## src/core/gscl_regs.vh

```
`ifndef GSCL_REGS_VH
`define GSCL_REGS_VH
// gray code width and number of column outputs
`define GSCL_CODE_W 7
`define GSCL_NUM_OUT 32
`define GSCL_IDX_W 5
// counter range during conversion
`define GSCL_CNT_RST 7'h00
`define GSCL_CNT_MAX 7'h7f
// fifo shape in the data path
`define GSCL_FIFO_DEPTH 8
`define GSCL_FIFO_AW 3
`endif

```

## src/core/gscl_fifo.v

```verilog
`timescale 1ns/1ps
// small synchronous fifo, valid/ready on both sides
module gscl_fifo #(
   parameter WIDTH = 7,
   parameter DEPTH = 8,
   parameter AW = 3
) (
   input wire clk,
   input wire rst,
   input wire ce,
   input wire [WIDTH-1:0] in_data,
   input wire in_valid,
   output wire in_ready,
   output wire [WIDTH-1:0] out_data,
   output wire out_valid,
   input wire out_ready
);
   // storage array
   reg [WIDTH-1:0] mem [0:DEPTH-1];
   reg [AW-1:0] wr_q;
   reg [AW-1:0] rd_q;
   reg [AW:0] cnt_q;
   wire push;
   wire pop;
   assign in_ready = (cnt_q != DEPTH[AW:0]);
   assign out_valid = (cnt_q != {(AW+1){1'b0}});
   assign out_data = mem[rd_q];
   assign push = in_valid & in_ready & ce;
   assign pop = out_valid & out_ready & ce;
   // memory write, no reset needed for data
   always @(posedge clk) begin
      if (push) begin
         mem[wr_q] <= in_data;
      end
   end
   // pointers and fill level
   always @(posedge clk or posedge rst) begin
      if (rst) begin
         wr_q <= {AW{1'b0}};
         rd_q <= {AW{1'b0}};
         cnt_q <= {(AW+1){1'b0}};
      end else begin
         if (push) begin
            wr_q <= wr_q + 1'b1;
         end
         if (pop) begin
            rd_q <= rd_q + 1'b1;
         end
         if (push & ~pop) begin
            cnt_q <= cnt_q + 1'b1;
         end else if (pop & ~push) begin
            cnt_q <= cnt_q - 1'b1;
         end
      end
   end
endmodule // gscl_fifo

```

## src/core/gscl_loader.v

```verilog
// Behaviour
// capture bus only while chain select present
// shift rise with select loads first set
// each later edge loads next set
// after set 32 emit select on exit
// direction pin picks entry pin and order
// controller strobes load after full panel
// load rise clears outputs, copies latches
// data latches reload during conversion
// load fall starts conversion
// step clock increments seven bit counter
// controller starts ramp with step clock
// compare each output code with counter
// top data line is msb; shade n+1
// charge enabled while counter below code
// controller sends select once per line
`timescale 1ns/1ps
`include "gscl_regs.vh"
module gscl_loader (
   input wire clk,
   input wire rst,
   input wire ce,
   input wire dir_ascending,
   input wire [`GSCL_CODE_W-1:0] gray_code_bus,
   input wire shift_edge_clock,
   input wire frame_load_strobe,
   input wire conversion_step_clock,
   input wire chain_in_i,
   output reg chain_in_o,
   output reg chain_in_oe_n,
   input wire chain_out_i,
   output reg chain_out_o,
   output reg chain_out_oe_n,
   output reg [`GSCL_NUM_OUT-1:0] charge_enable,
   output reg converting,
   output reg fifo_stall
);
   // two-flop synchronisers for every pin input
   reg [`GSCL_CODE_W-1:0] bus_s1_q, bus_s2_q;
   reg [4:0] pin_s1_q, pin_s2_q;
   // the direction strap is a pin as well. it resets to ascending, so a
   // board strapped low drives its entry pin for two cycles after reset
   reg dir_s1_q, dir_s2_q;
   wire dir_s;
   assign dir_s = dir_s2_q;
   reg [`GSCL_CODE_W-1:0] bus_s3_q;
   reg sc_s3_q, lc_s3_q, cc_s3_q;
   wire sc_s, lc_s, cc_s, ci_s, co_s;
   assign sc_s = pin_s2_q[0];
   assign lc_s = pin_s2_q[1];
   assign cc_s = pin_s2_q[2];
   assign ci_s = pin_s2_q[3];
   assign co_s = pin_s2_q[4];
   always @(posedge clk or posedge rst) begin
      if (rst) begin
         bus_s1_q <= `GSCL_CNT_RST;
         bus_s2_q <= `GSCL_CNT_RST;
         bus_s3_q <= `GSCL_CNT_RST;
         pin_s1_q <= 5'h00;
         pin_s2_q <= 5'h00;
         dir_s1_q <= 1'b1;
         dir_s2_q <= 1'b1;
         sc_s3_q <= 1'b0;
         lc_s3_q <= 1'b0;
         cc_s3_q <= 1'b0;
      end else if (ce) begin
         bus_s1_q <= gray_code_bus;
         bus_s2_q <= bus_s1_q;
         bus_s3_q <= bus_s2_q;
         pin_s1_q <= {chain_out_i, chain_in_i, conversion_step_clock,
            frame_load_strobe, shift_edge_clock};
         pin_s2_q <= pin_s1_q;
         dir_s1_q <= dir_ascending;
         dir_s2_q <= dir_s1_q;
         sc_s3_q <= sc_s;
         lc_s3_q <= lc_s;
         cc_s3_q <= cc_s;
      end
   end
   // edge events on the synchronised pins
   wire sc_edge, lc_rise, lc_fall, cc_rise, entry_sel;
   assign sc_edge = sc_s ^ sc_s3_q;
   assign lc_rise = lc_s & ~lc_s3_q;
   assign lc_fall = ~lc_s & lc_s3_q;
   assign cc_rise = cc_s & ~cc_s3_q;
   // entry pin choice
   assign entry_sel = dir_s ? ci_s : co_s;
   // internal select state: active flag and slot pointer
   reg active_q;
   reg [`GSCL_IDX_W-1:0] slot_q;
   reg exit_q;
   wire start_load, step_load, capture;
   wire fifo_in_ready, fifo_out_valid;
   wire [`GSCL_CODE_W-1:0] fifo_out_data;
   // rising shift edge with entry select loads first set
   assign start_load = ~active_q & entry_sel & sc_s & ~sc_s3_q;
   // any later shift edge loads the next set
   assign step_load = active_q & sc_edge;
   // captures only under a present select
   assign capture = start_load | step_load;
   // captured codes queue here so the latch write never races the pins
   gscl_fifo #(
      .WIDTH(`GSCL_CODE_W),
      .DEPTH(`GSCL_FIFO_DEPTH),
      .AW(`GSCL_FIFO_AW)
   ) u_fifo (
      .clk(clk),
      .rst(rst),
      .ce(ce),
      .in_data(bus_s3_q),
      .in_valid(capture),
      .in_ready(fifo_in_ready),
      .out_data(fifo_out_data),
      .out_valid(fifo_out_valid),
      .out_ready(~lc_s)
   );
   // slot sequencing of the internal select
   always @(posedge clk or posedge rst) begin
      if (rst) begin
         active_q <= 1'b0;
         slot_q <= {`GSCL_IDX_W{1'b0}};
         exit_q <= 1'b0;
      end else if (ce) begin
         exit_q <= 1'b0;
         if (start_load) begin
            active_q <= 1'b1;
            slot_q <= 5'h01;
         end else if (step_load) begin
            if (slot_q == 5'h1f) begin
               // last set loaded, pass select on
               active_q <= 1'b0;
               slot_q <= 5'h00;
               exit_q <= 1'b1;
            end else begin
               slot_q <= slot_q + 5'h01;
            end
         end
      end
   end
   // write pointer for draining fifo into data latches
   reg [`GSCL_IDX_W-1:0] wslot_q;
   reg [`GSCL_CODE_W-1:0] data_lat [0:`GSCL_NUM_OUT-1];
   reg [`GSCL_CODE_W-1:0] cmp_lat [0:`GSCL_NUM_OUT-1];
   wire [`GSCL_IDX_W-1:0] phys;
   wire drain;
   assign drain = fifo_out_valid & ~lc_s;
   // descending order maps slot k to output 31-k
   assign phys = dir_s ? wslot_q : (5'h1f - wslot_q);
   // data latches keep loading while conversion runs
   always @(posedge clk) begin
      if (ce & drain) begin
         data_lat[phys] <= fifo_out_data;
      end
   end
   always @(posedge clk or posedge rst) begin
      if (rst) begin
         wslot_q <= {`GSCL_IDX_W{1'b0}};
      end else if (ce & drain) begin
         wslot_q <= wslot_q + 5'h01;
      end
   end
   // transfer all data latches on load rise
   integer i;
   always @(posedge clk) begin
      if (ce & lc_rise) begin
         for (i = 0; i < `GSCL_NUM_OUT; i = i + 1) begin
            cmp_lat[i] <= data_lat[i];
         end
      end
   end
   // conversion counter and run flag
   reg [`GSCL_CODE_W-1:0] count_q;
   reg run_q;
   always @(posedge clk or posedge rst) begin
      if (rst) begin
         count_q <= `GSCL_CNT_RST;
         run_q <= 1'b0;
      end else if (ce) begin
         if (lc_rise) begin
            count_q <= `GSCL_CNT_RST;
            run_q <= 1'b0;
         end else if (lc_fall) begin
            // falling load edge starts conversion
            run_q <= 1'b1;
         end else if (run_q & cc_rise) begin
            // step clock advances counter, holds at top
            if (count_q != `GSCL_CNT_MAX) begin
               count_q <= count_q + 7'h01;
            end
         end
      end
   end
   // own loop index, so no variable is written by two processes
   integer j;
   // output registers: pins and per-column charge enables
   always @(posedge clk or posedge rst) begin
      if (rst) begin
         charge_enable <= {`GSCL_NUM_OUT{1'b0}};
         converting <= 1'b0;
         fifo_stall <= 1'b0;
         chain_in_o <= 1'b0;
         chain_out_o <= 1'b0;
         chain_in_oe_n <= 1'b1;
         chain_out_oe_n <= 1'b1;
      end else if (ce) begin
         converting <= run_q;
         fifo_stall <= ~fifo_in_ready;
         // the exit pin is driven, the entry pin released
         chain_out_oe_n <= ~dir_s;
         chain_in_oe_n <= dir_s;
         chain_out_o <= exit_q & dir_s;
         chain_in_o <= exit_q & ~dir_s;
         for (j = 0; j < `GSCL_NUM_OUT; j = j + 1) begin
            if (lc_rise | lc_s) begin
               // outputs cleared on load
               charge_enable[j] <= 1'b0;
            end else begin
               // compare each column with counter
               // charge while counter below code
               // msb is top line, code n is shade n+1
               charge_enable[j] <= run_q & (count_q < cmp_lat[j]);
            end
         end
      end
   end
endmodule // gscl_loader

```

## config.mk

```make
export PLATFORM = sky130hd
export DESIGN_NAME = gscl_loader
export DESIGN_NICKNAME = d
export VERILOG_FILES = /design/src/core/gscl_fifo.v /design/src/core/gscl_loader.v
export VERILOG_INCLUDE_DIRS = /design/src /design/src/core
export SDC_FILE = /design/constraint.sdc
export NUM_CORES = 1
export LEC_CHECK = 0
export BUFFER_PORTS_ARGS = -buffer_cell sky130_fd_sc_hd__buf_2
export CAP_MARGIN = 20
export CORE_MARGIN = 4
export CORE_UTILIZATION = 30
export DETAILED_ROUTE_END_ITERATION = 8
export PLACE_DENSITY_LB_ADDON = 0.12
export SLEW_MARGIN = 20
export SYNTH_ARGS = -nofsm -noshare
export SYNTH_HDL_FRONTEND = slang
export SYNTH_SLANG_ARGS = --single-unit
```

## constraint.sdc

```tcl
create_clock -name clk -period 30.7 [get_ports clk]
set_input_delay 6.14 -clock clk [delete_from_list [all_inputs] [get_ports clk]]
set_output_delay 6.14 -clock clk [all_outputs]
set_load 0.005 [all_outputs]
```

==> Word level (Yosys, flattened, before mapping) <==
Memory sizes are Yosys's and may differ from the RTL's.
Cells that the tools add are included.
{ "classes": {"add_sub_neg": 8, "n_lt_le_gt_ge": 32, "eq_ne": 4, "n_mux": 57, "bitwise_logic": 61, "n_reduce_logical": 11} }
{ "op_table": {"columns": ["operator", "n"], "rows": [
  ["$lt A7 B7 Y1", 32],
  ["$and A1 B1 Y1", 49],
  ["$mux W1", 47],
  ["$mux W7", 4],
  ["$mux W5", 4],
  ["$reduce_bool A2 Y1", 6],
  ["$add A5 B1 Y5 const B", 2],
  ["$not A1 Y1", 9],
  ["$mux W4", 2],
  ["$add A7 B1 Y7 const B", 1],
  ["$ne A7 B7 Y1 const B", 1],
  ["$add A3 B1 Y3 const B", 2],
  ["$eq A5 B5 Y1 const B", 1],
  ["$sub A5 B5 Y5 const A", 1],
  ["$add A4 B1 Y4 const B", 1],
  ["$ne A4 B4 Y1 const B", 1],
  ["$reduce_and A2 Y1", 2],
  ["$reduce_and A4 Y1", 1],
  ["$reduce_bool A4 Y1", 1],
  ["$sub A4 B1 Y4 const B", 1],
  ["$reduce_and A3 Y1", 1],
  ["$ne A2 B2 Y1 const B", 1],
  ["$or A1 B1 Y1", 2],
  ["$xor A1 B1 Y1", 1]
]} }
{ "totals": {"reg_bits": 104, "ram_bits": 504, "input_bits": 16, "memories": 3} }
{ "memory_table": {"columns": ["memory", "words", "word_bits", "read_ports", "rd_clocked_by_memory_dff", "write_ports", "line", "text"], "rows": [
  ["cmp_lat", 32, 7, 32, 0, 32, "gscl_loader.v:143", "reg [`GSCL_CODE_W-1:0] cmp_lat [0:`GSCL_NUM_OUT-1];"],
  ["data_lat", 32, 7, 32, 0, 1, "gscl_loader.v:142", "reg [`GSCL_CODE_W-1:0] data_lat [0:`GSCL_NUM_OUT-1];"],
  ["u_fifo.mem", 8, 7, 1, 0, 1, "gscl_fifo.v:19", "reg [WIDTH-1:0] mem [0:DEPTH-1];"]
]} }

==> Depth between registers and ports, before layout <==
Gate-level depths: netlist of run 1.
{ "logic_depth": {"ltp_word": 11, "ltp_mapped": 12, "depth_no_buf": 10} }

==> Modules after synthesis <==
A second synthesis of run 1 with hierarchy kept.
{ "unflattened": {"cells_unflattened": 1611, "hier_area_um2": 25097.8} }
{ "by_module_without_submodules": {"columns": ["mod", "instances", "cells_each", "area_each_um2", "seq_area_each_um2"], "rows": [
  ["gscl_loader", 1, 1468, 22287.6, 15810.2],
  ["gscl_fifo", 1, 143, 2810.2, 1931.9]
]} }

==> Worst setup path before layout of run 1 <==
OpenSTA, ideal clock, no wires.
{ "synth_timing": {"path_type": "in2reg", "startpoint": "in ce", "endpoint": "mem cmp_lat[0][0] in the netlist's numbering, enable pin", "setup_time_ns": 0.814, "arrival_ns": 15.860, "path_slack_ns": 14.026, "stages": 4, "n_path_buf": 2, "path_cell_list": "buf_4 > inv_2 > clkbuf_1 > nor2_1"} }
{ "synth_lines": {"columns": ["item", "line", "text"], "rows": [
  ["start, declared", "gscl_loader.v:22", "input wire ce,"],
  ["end, declared", "gscl_loader.v:143", null]
]} }

==> flow_summary.ini, run 1 <==
[logic_synthesis]
synth_xor_area_share_pct = 0.376
yosysSeqAreaShare_pct = 70.2
synthCells = 1610
synth.ff_latch_count = 608
synth_edf_count = 504
synth_flop_cell = edfxtp_1
async_flop_share_pct = 17.1
synthAdderAreaFrac_pct = 10.1
yosys.area_share.simple_pct = 4.91
synth_top_family_by_area = adder cells
netlist_area_um2 = 25300
synth_mux_area_share_pct = 3.57
ys_types = 65
synth_compound_area_share_pct = 7.16
ys_warn_count = 0
synth.net_count = 1830
syn_avg_cell_area_um2 = 15.7

[final_layout]
final_cell_mix = edfxtp_1, ha_1, inv_1, dfrtp_1, nand2_1
layout-drive-gt1-share_pct = 16.3
multi_input_area_um2 = 6630
regArea_um2 = 17700
syn_to_final_growth_pct = 16.0
mostFrequentLayoutCell = edfxtp_1
layout.nets = 1952
fillCellCount = 8037

[floorplan]
die_area_um2 = 88900
start_util_pct = 30.2
core_um2 = 83600
std_cell_rows = 106
die_y_um = 298
fp.dieW_um = 298
io_pins = 54

[clock_network]
cts.sinks = 608
cts_hold_buf = 0
cts_tree = done
cts_setup_buffers = 0
clockRootBuffer = clkbuf_16
clkLatencyLatePin_ns = 0.60
post_cts_resize_count = 0
numCtsBuffers = 70
clk_pin_slew_ns = 0.06
clockBufferDepth = 3
h-tree-depth = 3

[critical_path]
path_max_fanout = 85
arrival_ns = 9.19
worstPathRequired_ns = 30.90
crit_type = in2reg
crit_path_start_kind = input port
end_kind = flop
r2r_cells = 5

[detailed_routing]
wl_per_cell_um = 19.4
drc = 0
drt_iter0_markers = 692
vias = 12900
ant_nets = 0
drt-vias-per-instance = 4.50
dr.pass1.iters = 4
routed_wl_mm = 55.7

[timing]
tightest_slew_ns = 1.08
rsz0062_at_grt = false
hold_viol = 0
max_slew_margin_pct = 28.0
fin_crit_sh_pct = 29.3
skew_ns = 0.0271
min_period_ns = 8.99
finalSetupViolCount = 0
fmax_mhz = 111
drv_slew = 0
setup-tns-final_ns = 0

[placed_design]
io_buffer_count = 53
gp_congestion = 0.700
dp_hpwl_mm = 30.5

[global_route]
grt_max_degree = 86
overflow = 0
grt_pass1_wl_mm = 84.9
track_usage_pct = 12.8
antenna_found_initial = 0
grt_pass1_vias = 13500

[pwr]
cellPowerDensity_nw_per_um2 = 80.7
ir_drop_uv = 39.0
leakage_uw = 0.0118
total_power_uw = 2370

[worst_hold_path]
holdPathStages = 0
hold_class = reg2reg

[flow_run]
maxCapViolations = 0

[status]
outcome = completed
==> per-stage QoR <==
step | setup WS, ns | std cells | hold WS, ns | area [um^2] | util [%]
finish | 21.71 | 2870 | 0.400 | 29300 | 35.1
detailed placement | 21.06 | 2739 | 0.405 | 26900 | 32.2
floorplan | 14.03 | 1610 | 0.400 | 25300 | -
CTS | 21.69 | 2867 | 0.392 | 29300 | 35.0
global route | 21.48 | 2868 | 0.410 | 29300 | 35.1
global placement | 21.14 | 2739 | 0.401 | 26900 | 32.2
==> metal layers <==
layer | up-vias | GRT usage (%) | wire, um
met2 | 188 | 21.0 | 26300
met1 | 6399 | 17.4 | 26100
met4 | 0 | 3.42 | 1290
li1 | 6230 | - | -
met3 | 92 | 2.43 | 1910
met5 | - | 0 | 0
==> worst max-delay path: stages <==
cell    delay, ns
buf_2        0.08
buf_4        0.53
inv_2        0.11
buf_4        0.43
nor2_4       0.19
buf_4        0.63
buf_4        0.90
==> cell usage after synthesis (2+ instances only) <==
library cell	count	area, um^2
a31oi_1	3	18.8
a21o_1	34	255
xor2_1	3	26.3
o21ai_2	4	35.0
o21ai_0	9	45.0
dfstp_2	4	105
o31ai_1	3	22.5
a211oi_1	2	15.0
xnor2_1	6	52.6
a22o_1	3	26.3
and3b_1	2	17.5
nand2b_1	37	231
a22oi_1	40	300
ha_1	203	2540
nor3b_1	3	22.5
o2bb2ai_1	2	17.5
nor3_1	9	45.0
mux2_1	3	33.8
and3_1	4	25.0
inv_1	201	754
buf_6	4	45.0
mux4_1	7	184
nand2_1	88	330
a31o_2	3	26.3
nor2_1	46	173
nor4_1	2	12.5
edfxtp_1	504	15100
dfrtp_1	100	2500
mux2i_1	2	20.0
mux2_2	45	507
buf_2	6	30.0
mux4_2	7	158
and2_1	4	25.0
or2_2	2	12.5
buf_4	2	15.0
a32o_1	2	20.0
o211ai_1	33	248
nand3_1	39	195
a21oi_1	67	335
or3_4	2	22.5
a211oi_2	30	375
nor2b_1	5	31.3
clkbuf_1	13	48.8
==> state kept, by name (all words and copies together), names as in the netlist, 3 cells and up <==
| signal | flops |
|---|---|
| bus_s1_q | 7 |
| bus_s2_q | 7 |
| bus_s3_q | 7 |
| charge_enable | 32 |
| cmp_lat | 224 |
| count_q | 7 |
| data_lat | 224 |
| pin_s1_q | 5 |
| pin_s2_q | 5 |
| slot_q | 5 |
| u_fifo.cnt_q | 4 |
| u_fifo.mem | 56 |
| u_fifo.rd_q | 3 |
| u_fifo.wr_q | 3 |
| wslot_q | 5 |
==> cell families (layout without fill, tap and decap cells) <==
kind of cell	after synthesis	after routing
AOI/OAI and AO/OA	242	242
xor gates and xnor gates	10	10
adders and majority gates	204	204
buffers and inverters	229	407
DFF	608	608
muxes	64	64
other	0	2
and+or+nand+nor	253	253
==> layout make-up <==
cell class / instances / area share [%]
clock inverters: 27 / 1.14
clock buffers: 101 / 6.86
well taps: 1080 / 4.61
multi-input cells: 773 / 22.6
repair buffers: 77 / 1.59
flip-flops and latches: 608 / 60.5
inverters: 202 / 2.60
diodes: 2 / 0.0171
==> path summary, 6_finish.rpt <==
path,from,endpoint,slack [ns]
min reg2reg,data_lat[31][0]$_DFFE_PP_,cmp_lat[1][105]$_DFFE_PP_,0.40
max reg2reg,pin_s2_q[1]$_DFFE_PP0P_,cmp_lat[1][52]$_DFFE_PP_,27.51
min in group asynchronous,rst,converting$_DFFE_PP0P_,5.67
min,data_lat[31][0]$_DFFE_PP_,cmp_lat[1][105]$_DFFE_PP_,0.40
max in group asynchronous,rst,count_q[6]$_DFFE_PP0P_,23.69
max,ce,cmp_lat[1][52]$_DFFE_PP_,21.71
==> power by group <==
part           switching, uW  total, uW  internal, uW
combinational            284        414           130
clock                    323        839           516
sequential              66.2       1110          1050
total                    673       2370          1690
Note: power is estimated with default switching activity, not from simulation.
==> run 2, diff against run 1 <==
==> constraint.sdc (replaced) <==
create_clock -name clk -period 8.2 [get_ports clk]
set_input_delay 1.64 -clock clk [delete_from_list [all_inputs] [get_ports clk]]
set_output_delay 1.64 -clock clk [all_outputs]
set_load 0.005 [all_outputs]
==> run 2 against run 1 <==
  * Combinational power grew to 3.7 times the previous value
  * Clock-buffer cell count decreased by 14
  * Global-route usage barely moved
  * Cell count shrank 0.24%
  * Critical path depth grew 4
  * Sequential power rose to 3.7 times the previous value
  * First-iteration DRC count shrank 4.5%
  * Via count down 0.23%
  * Non-clock buffer count fell by 7
  * Routed wire length shrank 0.22%
  * Sequential share of layout area increased by 0.20 points
  * Critical endpoint is now u_fifo.cnt_q[3]$_DFFE_PP0P_
==> flow_summary.ini, run 2 (synthesis results as in run 1) <==
[final_layout]
layout.nets = 1945
fin_util_pct = 35.0
mostFrequentLayoutCell = edfxtp_1
final_cell_mix = edfxtp_1, ha_1, inv_1, dfrtp_1, nand2_1
syn_to_final_growth_pct = 15.7
top_regs = cmp_lat x224, data_lat x224, u_fifo.mem x56
fin_area_um2 = 29200
layout-drive-gt1-share_pct = 16.0
fillCellCount = 7995

[clock_network]
clockRootBuffer = clkbuf_16
post_cts_resize_count = 0
cts.sinks = 608
h-tree-depth = 3
cts_hold_buf = 0
clk_pin_slew_ns = 0.06
clkLatencyLatePin_ns = 0.60
numCtsBuffers = 70
cts_setup_buffers = 0
clockBufferDepth = 3
cts_tree = done

[critical_path]
worstReg2RegStart = u_fifo.cnt_q[0]$_DFFE_PP0P_
r2r_cells = 9
crit_type = in2reg
crit_path_start_kind = input port
arrival_ns = 4.50
worstPathRequired_ns = 8.65
path_max_fanout = 57
end_kind = flop
r2r_setup_slack_ns = 5.19
timing.rr.end = u_fifo.cnt_q[3]$_DFFE_PP0P_

[placed_design]
pre_cts_ws_ns = 3.55
dpl-instance-area_um2 = 26900
dp_hpwl_mm = 29.4
gp_congestion = 0.714
io_buffer_count = 53

[detailed_routing]
ant_nets = 0
drt-vias-per-instance = 4.50
drc = 0
vias = 12900
drt_iter0_markers = 661
wl_per_cell_um = 19.4
dr.pass1.iters = 4
routed_wl_mm = 55.5

[timing]
hold_viol = 0
layout_setup_ws_ns = 4.15
max_slew_margin_pct = 25.8
fmax_mhz = 247
skew_ns = 0.0216
drv_slew = 0
min_period_ns = 4.05
fin_crit_sh_pct = 49.3
tightest_slew_ns = 1.11
setup-tns-final_ns = 0
rsz0062_at_grt = false
finalSetupViolCount = 0

[worst_hold_path]
holdPathStages = 0
hold_start = data_lat[1][3]$_DFFE_PP_
hold_end = cmp_lat[0][10]$_DFFE_PP_
hold_class = reg2reg

[global_route]
antenna_found_initial = 0
grt_pass1_vias = 13600
track_usage_pct = 12.7
grt_pass1_wl_mm = 84.3
overflow = 0
grt_max_degree = 176

[pwr]
p_seq_share_pct = 47.1
leakage_uw = 0.0118
p_sw_share_pct = 28.6
p_clk_share_pct = 35.4
p_int_uw = 6310
comb_power_share_pct = 17.6
ir_drop_uv = 148
switchingPower_uw = 2530
cellPowerDensity_nw_per_um2 = 302

[floorplan]
die_y_um = 298
io_pins = 54
die_area_um2 = 88900
std_cell_rows = 106
core_um2 = 83600
start_util_pct = 30.2
fp.dieW_um = 298

[flow_run]
maxCapViolations = 0

[status]
outcome = completed
## run 2: area by class of cell
class | count | area, um^2 | area share, %
clock inverters | 41 | 452 | 1.54
well taps | 1080 | 1350 | 4.62
flip-flops and latches | 608 | 17800 | 60.7
diodes | 2 | 5.00 | 0.0171
clock buffers | 87 | 1860 | 6.36
repair buffers | 70 | 413 | 1.41
multi-input cells | 773 | 6630 | 22.7
inverters | 202 | 763 | 2.61
## run 2: per-layer routing
metal	GRT usage, %	routed length, um
met3	2.27	1600
met1	17.4	26800
met4	3.73	1340
met5	0	0
met2	20.7	25800
## run 2: worst max-delay path, stage by stage
cell       delay (ns)
buf_2            0.08
buf_4            0.54
inv_2            0.11
nor3_4           0.58
inv_1            0.10
ha_1             0.26
inv_1            0.15
ha_1             0.25
a21o_1           0.20
a2111oi_0        0.44
o31ai_1          0.14
## run 2: per-stage QoR
step | cells | hold WS, ns | total power (uW)
4_1_cts | 2861 | 0.401 | 9040
5_1_grt | 2861 | 0.405 | 9320
2_1_floorplan | 1610 | 0.400 | 5000
3_5_place_dp | 2733 | 0.405 | 5860
3_3_place_gp | 2732 | 0.401 | 5840
6_report | 2863 | 0.402 | 8840
## run 2: power by group through the flow
stage	logic [uW]	registers, uW	clock network, uW
after floorplan	870	4130	0
after global placement	1610	4230	0
after detailed placement	1630	4230	0
after CTS	1630	4170	3240
after global routing	1740	4210	3370
final	1550	4160	3130
## run 2: worst max-delay path by stage
| stage | from | end | slack, ns | cells past startpoint |
|---|---|---|---|---|
| floorplan | ce | cmp_lat[0][0]$_DFFE_PP_ | 2.35 | 4 |
| global placement | ce | u_fifo.cnt_q[3]$_DFFE_PP0P_ | 3.59 | 11 |
| detailed placement | ce | u_fifo.cnt_q[3]$_DFFE_PP0P_ | 3.55 | 11 |
| CTS | ce | u_fifo.cnt_q[3]$_DFFE_PP0P_ | 4.20 | 11 |
| global route | ce | u_fifo.cnt_q[3]$_DFFE_PP0P_ | 3.87 | 11 |
| finish | ce | u_fifo.cnt_q[3]$_DFFE_PP0P_ | 4.15 | 11 |
==> run 3, diff against run 2 <==
==> constraint.sdc (replaced) <==
create_clock -name clk -period 3.3 [get_ports clk]
set_input_delay 0.66 -clock clk [delete_from_list [all_inputs] [get_ports clk]]
set_output_delay 0.66 -clock clk [all_outputs]
set_load 0.005 [all_outputs]
==> run 3 against run 2 <==
  * Clock power rose by 140%
  * Clock skew is essentially flat
  * Critical path depth decreased by 2
  * Design area grew 1.1%
  * Sequential power increased by 150%
  * Cell count up 0.91%
  * Routed wire length fell by 1.0%
  * Worst setup slack got worse by 3.6 ns
  * Total power grew 150%
  * Utilization is 0.37 points higher
  * Register-to-register slack got worse by 4.7 ns
  * Critical endpoint unchanged
  * Non-clock buffer count up 27
==> flow_summary.ini, run 3 (synthesis results as in run 1) <==
[critical_path]
path_max_fanout = 5
crit_path_start_kind = flop
worstPathRequired_ns = 3.75
crit_path_cell_trace = nor4b_1, nand2b_1, nor2_1, ha_1, inv_1, ha_1, a21o_1, a2111oi_0, o31ai_1
crit_type = reg2reg
timing.critical_path.mode_cell = ha_1
critical-path-max-stage-delay_ns = 0.53
arrival_ns = 3.23
end_kind = flop
cp_slowest_cell = nor4b_1

[timing]
max_slew_margin_pct = 32.2
setup-tns-final_ns = 0
fmax_mhz = 360
rsz0062_at_grt = false
min_period_ns = 2.78
tightest_slew_ns = 1.02
skew_ns = 0.0216
layout_setup_ws_ns = 0.523
fin_crit_sh_pct = 84.1
drv_slew = 0
hold_viol = 0
finalSetupViolCount = 0

[final_layout]
mostFrequentLayoutCell = edfxtp_1
top_regs = cmp_lat x224, data_lat x224, u_fifo.mem x56
syn_to_final_growth_pct = 16.9
final_cells = 2889
layout-drive-gt1-share_pct = 17.5
fin_util_pct = 35.4
fillCellCount = 7955
final_cell_mix = edfxtp_1, ha_1, inv_1, dfrtp_1, nand2_1
layout.nets = 1972
regArea_um2 = 17700
multi_input_area_um2 = 6630

[pwr]
p_sw_share_pct = 28.7
cellPowerDensity_nw_per_um2 = 740
leakage_uw = 0.0120
total_power_uw = 21900
p_seq_share_pct = 47.3
p_clk_share_pct = 34.8
p_int_uw = 15600
comb_power_share_pct = 18.0
switchingPower_uw = 6270
ir_drop_uv = 432

[clock_network]
clkLatencyLatePin_ns = 0.59
post_cts_resize_count = 0
cts_tree = done
cts_hold_buf = 0
h-tree-depth = 3
cts.sinks = 608
clockBufferDepth = 3
numCtsBuffers = 70
clockRootBuffer = clkbuf_16
cts_setup_buffers = 0
clk_pin_slew_ns = 0.06

[global_route]
antenna_found_initial = 1
track_usage_pct = 12.6
grt_pass1_wl_mm = 84.3
grt_max_degree = 54
overflow = 0
grt_pass1_vias = 13400

[floorplan]
start_util_pct = 30.2
die_area_um2 = 88900
fp.dieW_um = 298
core_um2 = 83600
die_y_um = 298
std_cell_rows = 106
io_pins = 54

[placed_design]
io_buffer_count = 53
gp_congestion = 0.726
dp_hpwl_mm = 32.6
dp_cells = 2760
pre_cts_ws_ns = 0.501

[detailed_routing]
vias = 13000
drc = 0
routed_wl_mm = 55.0
wl_per_cell_um = 19.0
ant_nets = 0
drt_iter0_markers = 666
drt-vias-per-instance = 4.49
dr.pass1.iters = 4

[worst_hold_path]
hold_class = in2async

[flow_run]
maxCapViolations = 0

[status]
outcome = completed
-- run 3: changes by cell type in the layout (fill, tap and decap cells not counted), sizes merged --
cell	delta
buf	+27
bufinv	-4
clkinvlp	+5
inv	-3
clkbuf	-1
clkinv	+2
-- run 3: power by group through the flow --
stage,registers (uW),clock network [uW],logic [uW]
6_report,10300,7610,3930
5_1_grt,10400,8220,4400
4_1_cts,10400,7900,4140
3_5_place_dp,10500,0,4120
3_3_place_gp,10500,0,4080
2_1_floorplan,10300,0,2170
-- run 3: stage by stage --
stage / hold WS [ns] / area, um^2
2_1_floorplan: 0.400 / 25300
3_3_place_gp: 0.400 / 27200
3_5_place_dp: 0.405 / 27300
4_1_cts: 0.149 / 29500
5_1_grt: 0.152 / 29500
6_report: 0.177 / 29500
-- run 3: worst paths after layout --
kind                       cells after the start                         from  slack, ns                            end
setup / recovery                               9  u_fifo.cnt_q[0]$_DFFE_PP0P_       0.52    u_fifo.cnt_q[3]$_DFFE_PP0P_
hold / removal                                 2                          rst       0.18  charge_enable[11]$_DFFE_PP0P_
setup reg to reg                               9  u_fifo.cnt_q[0]$_DFFE_PP0P_       0.52    u_fifo.cnt_q[3]$_DFFE_PP0P_
hold reg to reg                                0     data_lat[1][1]$_DFFE_PP_       0.41        cmp_lat[0][8]$_DFFE_PP_
max in group asynchronous                      3                          rst       2.41     chain_out_oe_n$_DFFE_PP1P_
min in group clk                               2                  chain_out_i       0.30        pin_s1_q[4]$_DFFE_PP0P_
-- run 3: cell type report --
cell class / instances / area share, %
Antenna cell: 2 / 0.0169
Clock buffer: 86 / 6.52
Clock inverter: 41 / 1.19
Inverter: 202 / 2.60
Multi-Input combinational cell: 773 / 22.4
Sequential cell: 608 / 60.1
Tap cell: 1080 / 4.57
Timing Repair Buffer: 97 / 2.59
-- run 3: metal layers --
metal,track usage [%],wire [um],vias up
met1,16.8,25400,6428
met3,2.46,1970,83
met4,3.59,1370,0
li1,-,-,6281
met5,0,0,-
met2,21.0,26200,174
-- run 3: worst max-delay path, delay by kind of cell, from the launching register on --
kind,cells,cell delay [ns]
compound gates,3,0.75
fa+ha+maj,2,0.49
flops,1,0.44
buf+inv,1,0.14
simple gates,3,0.83
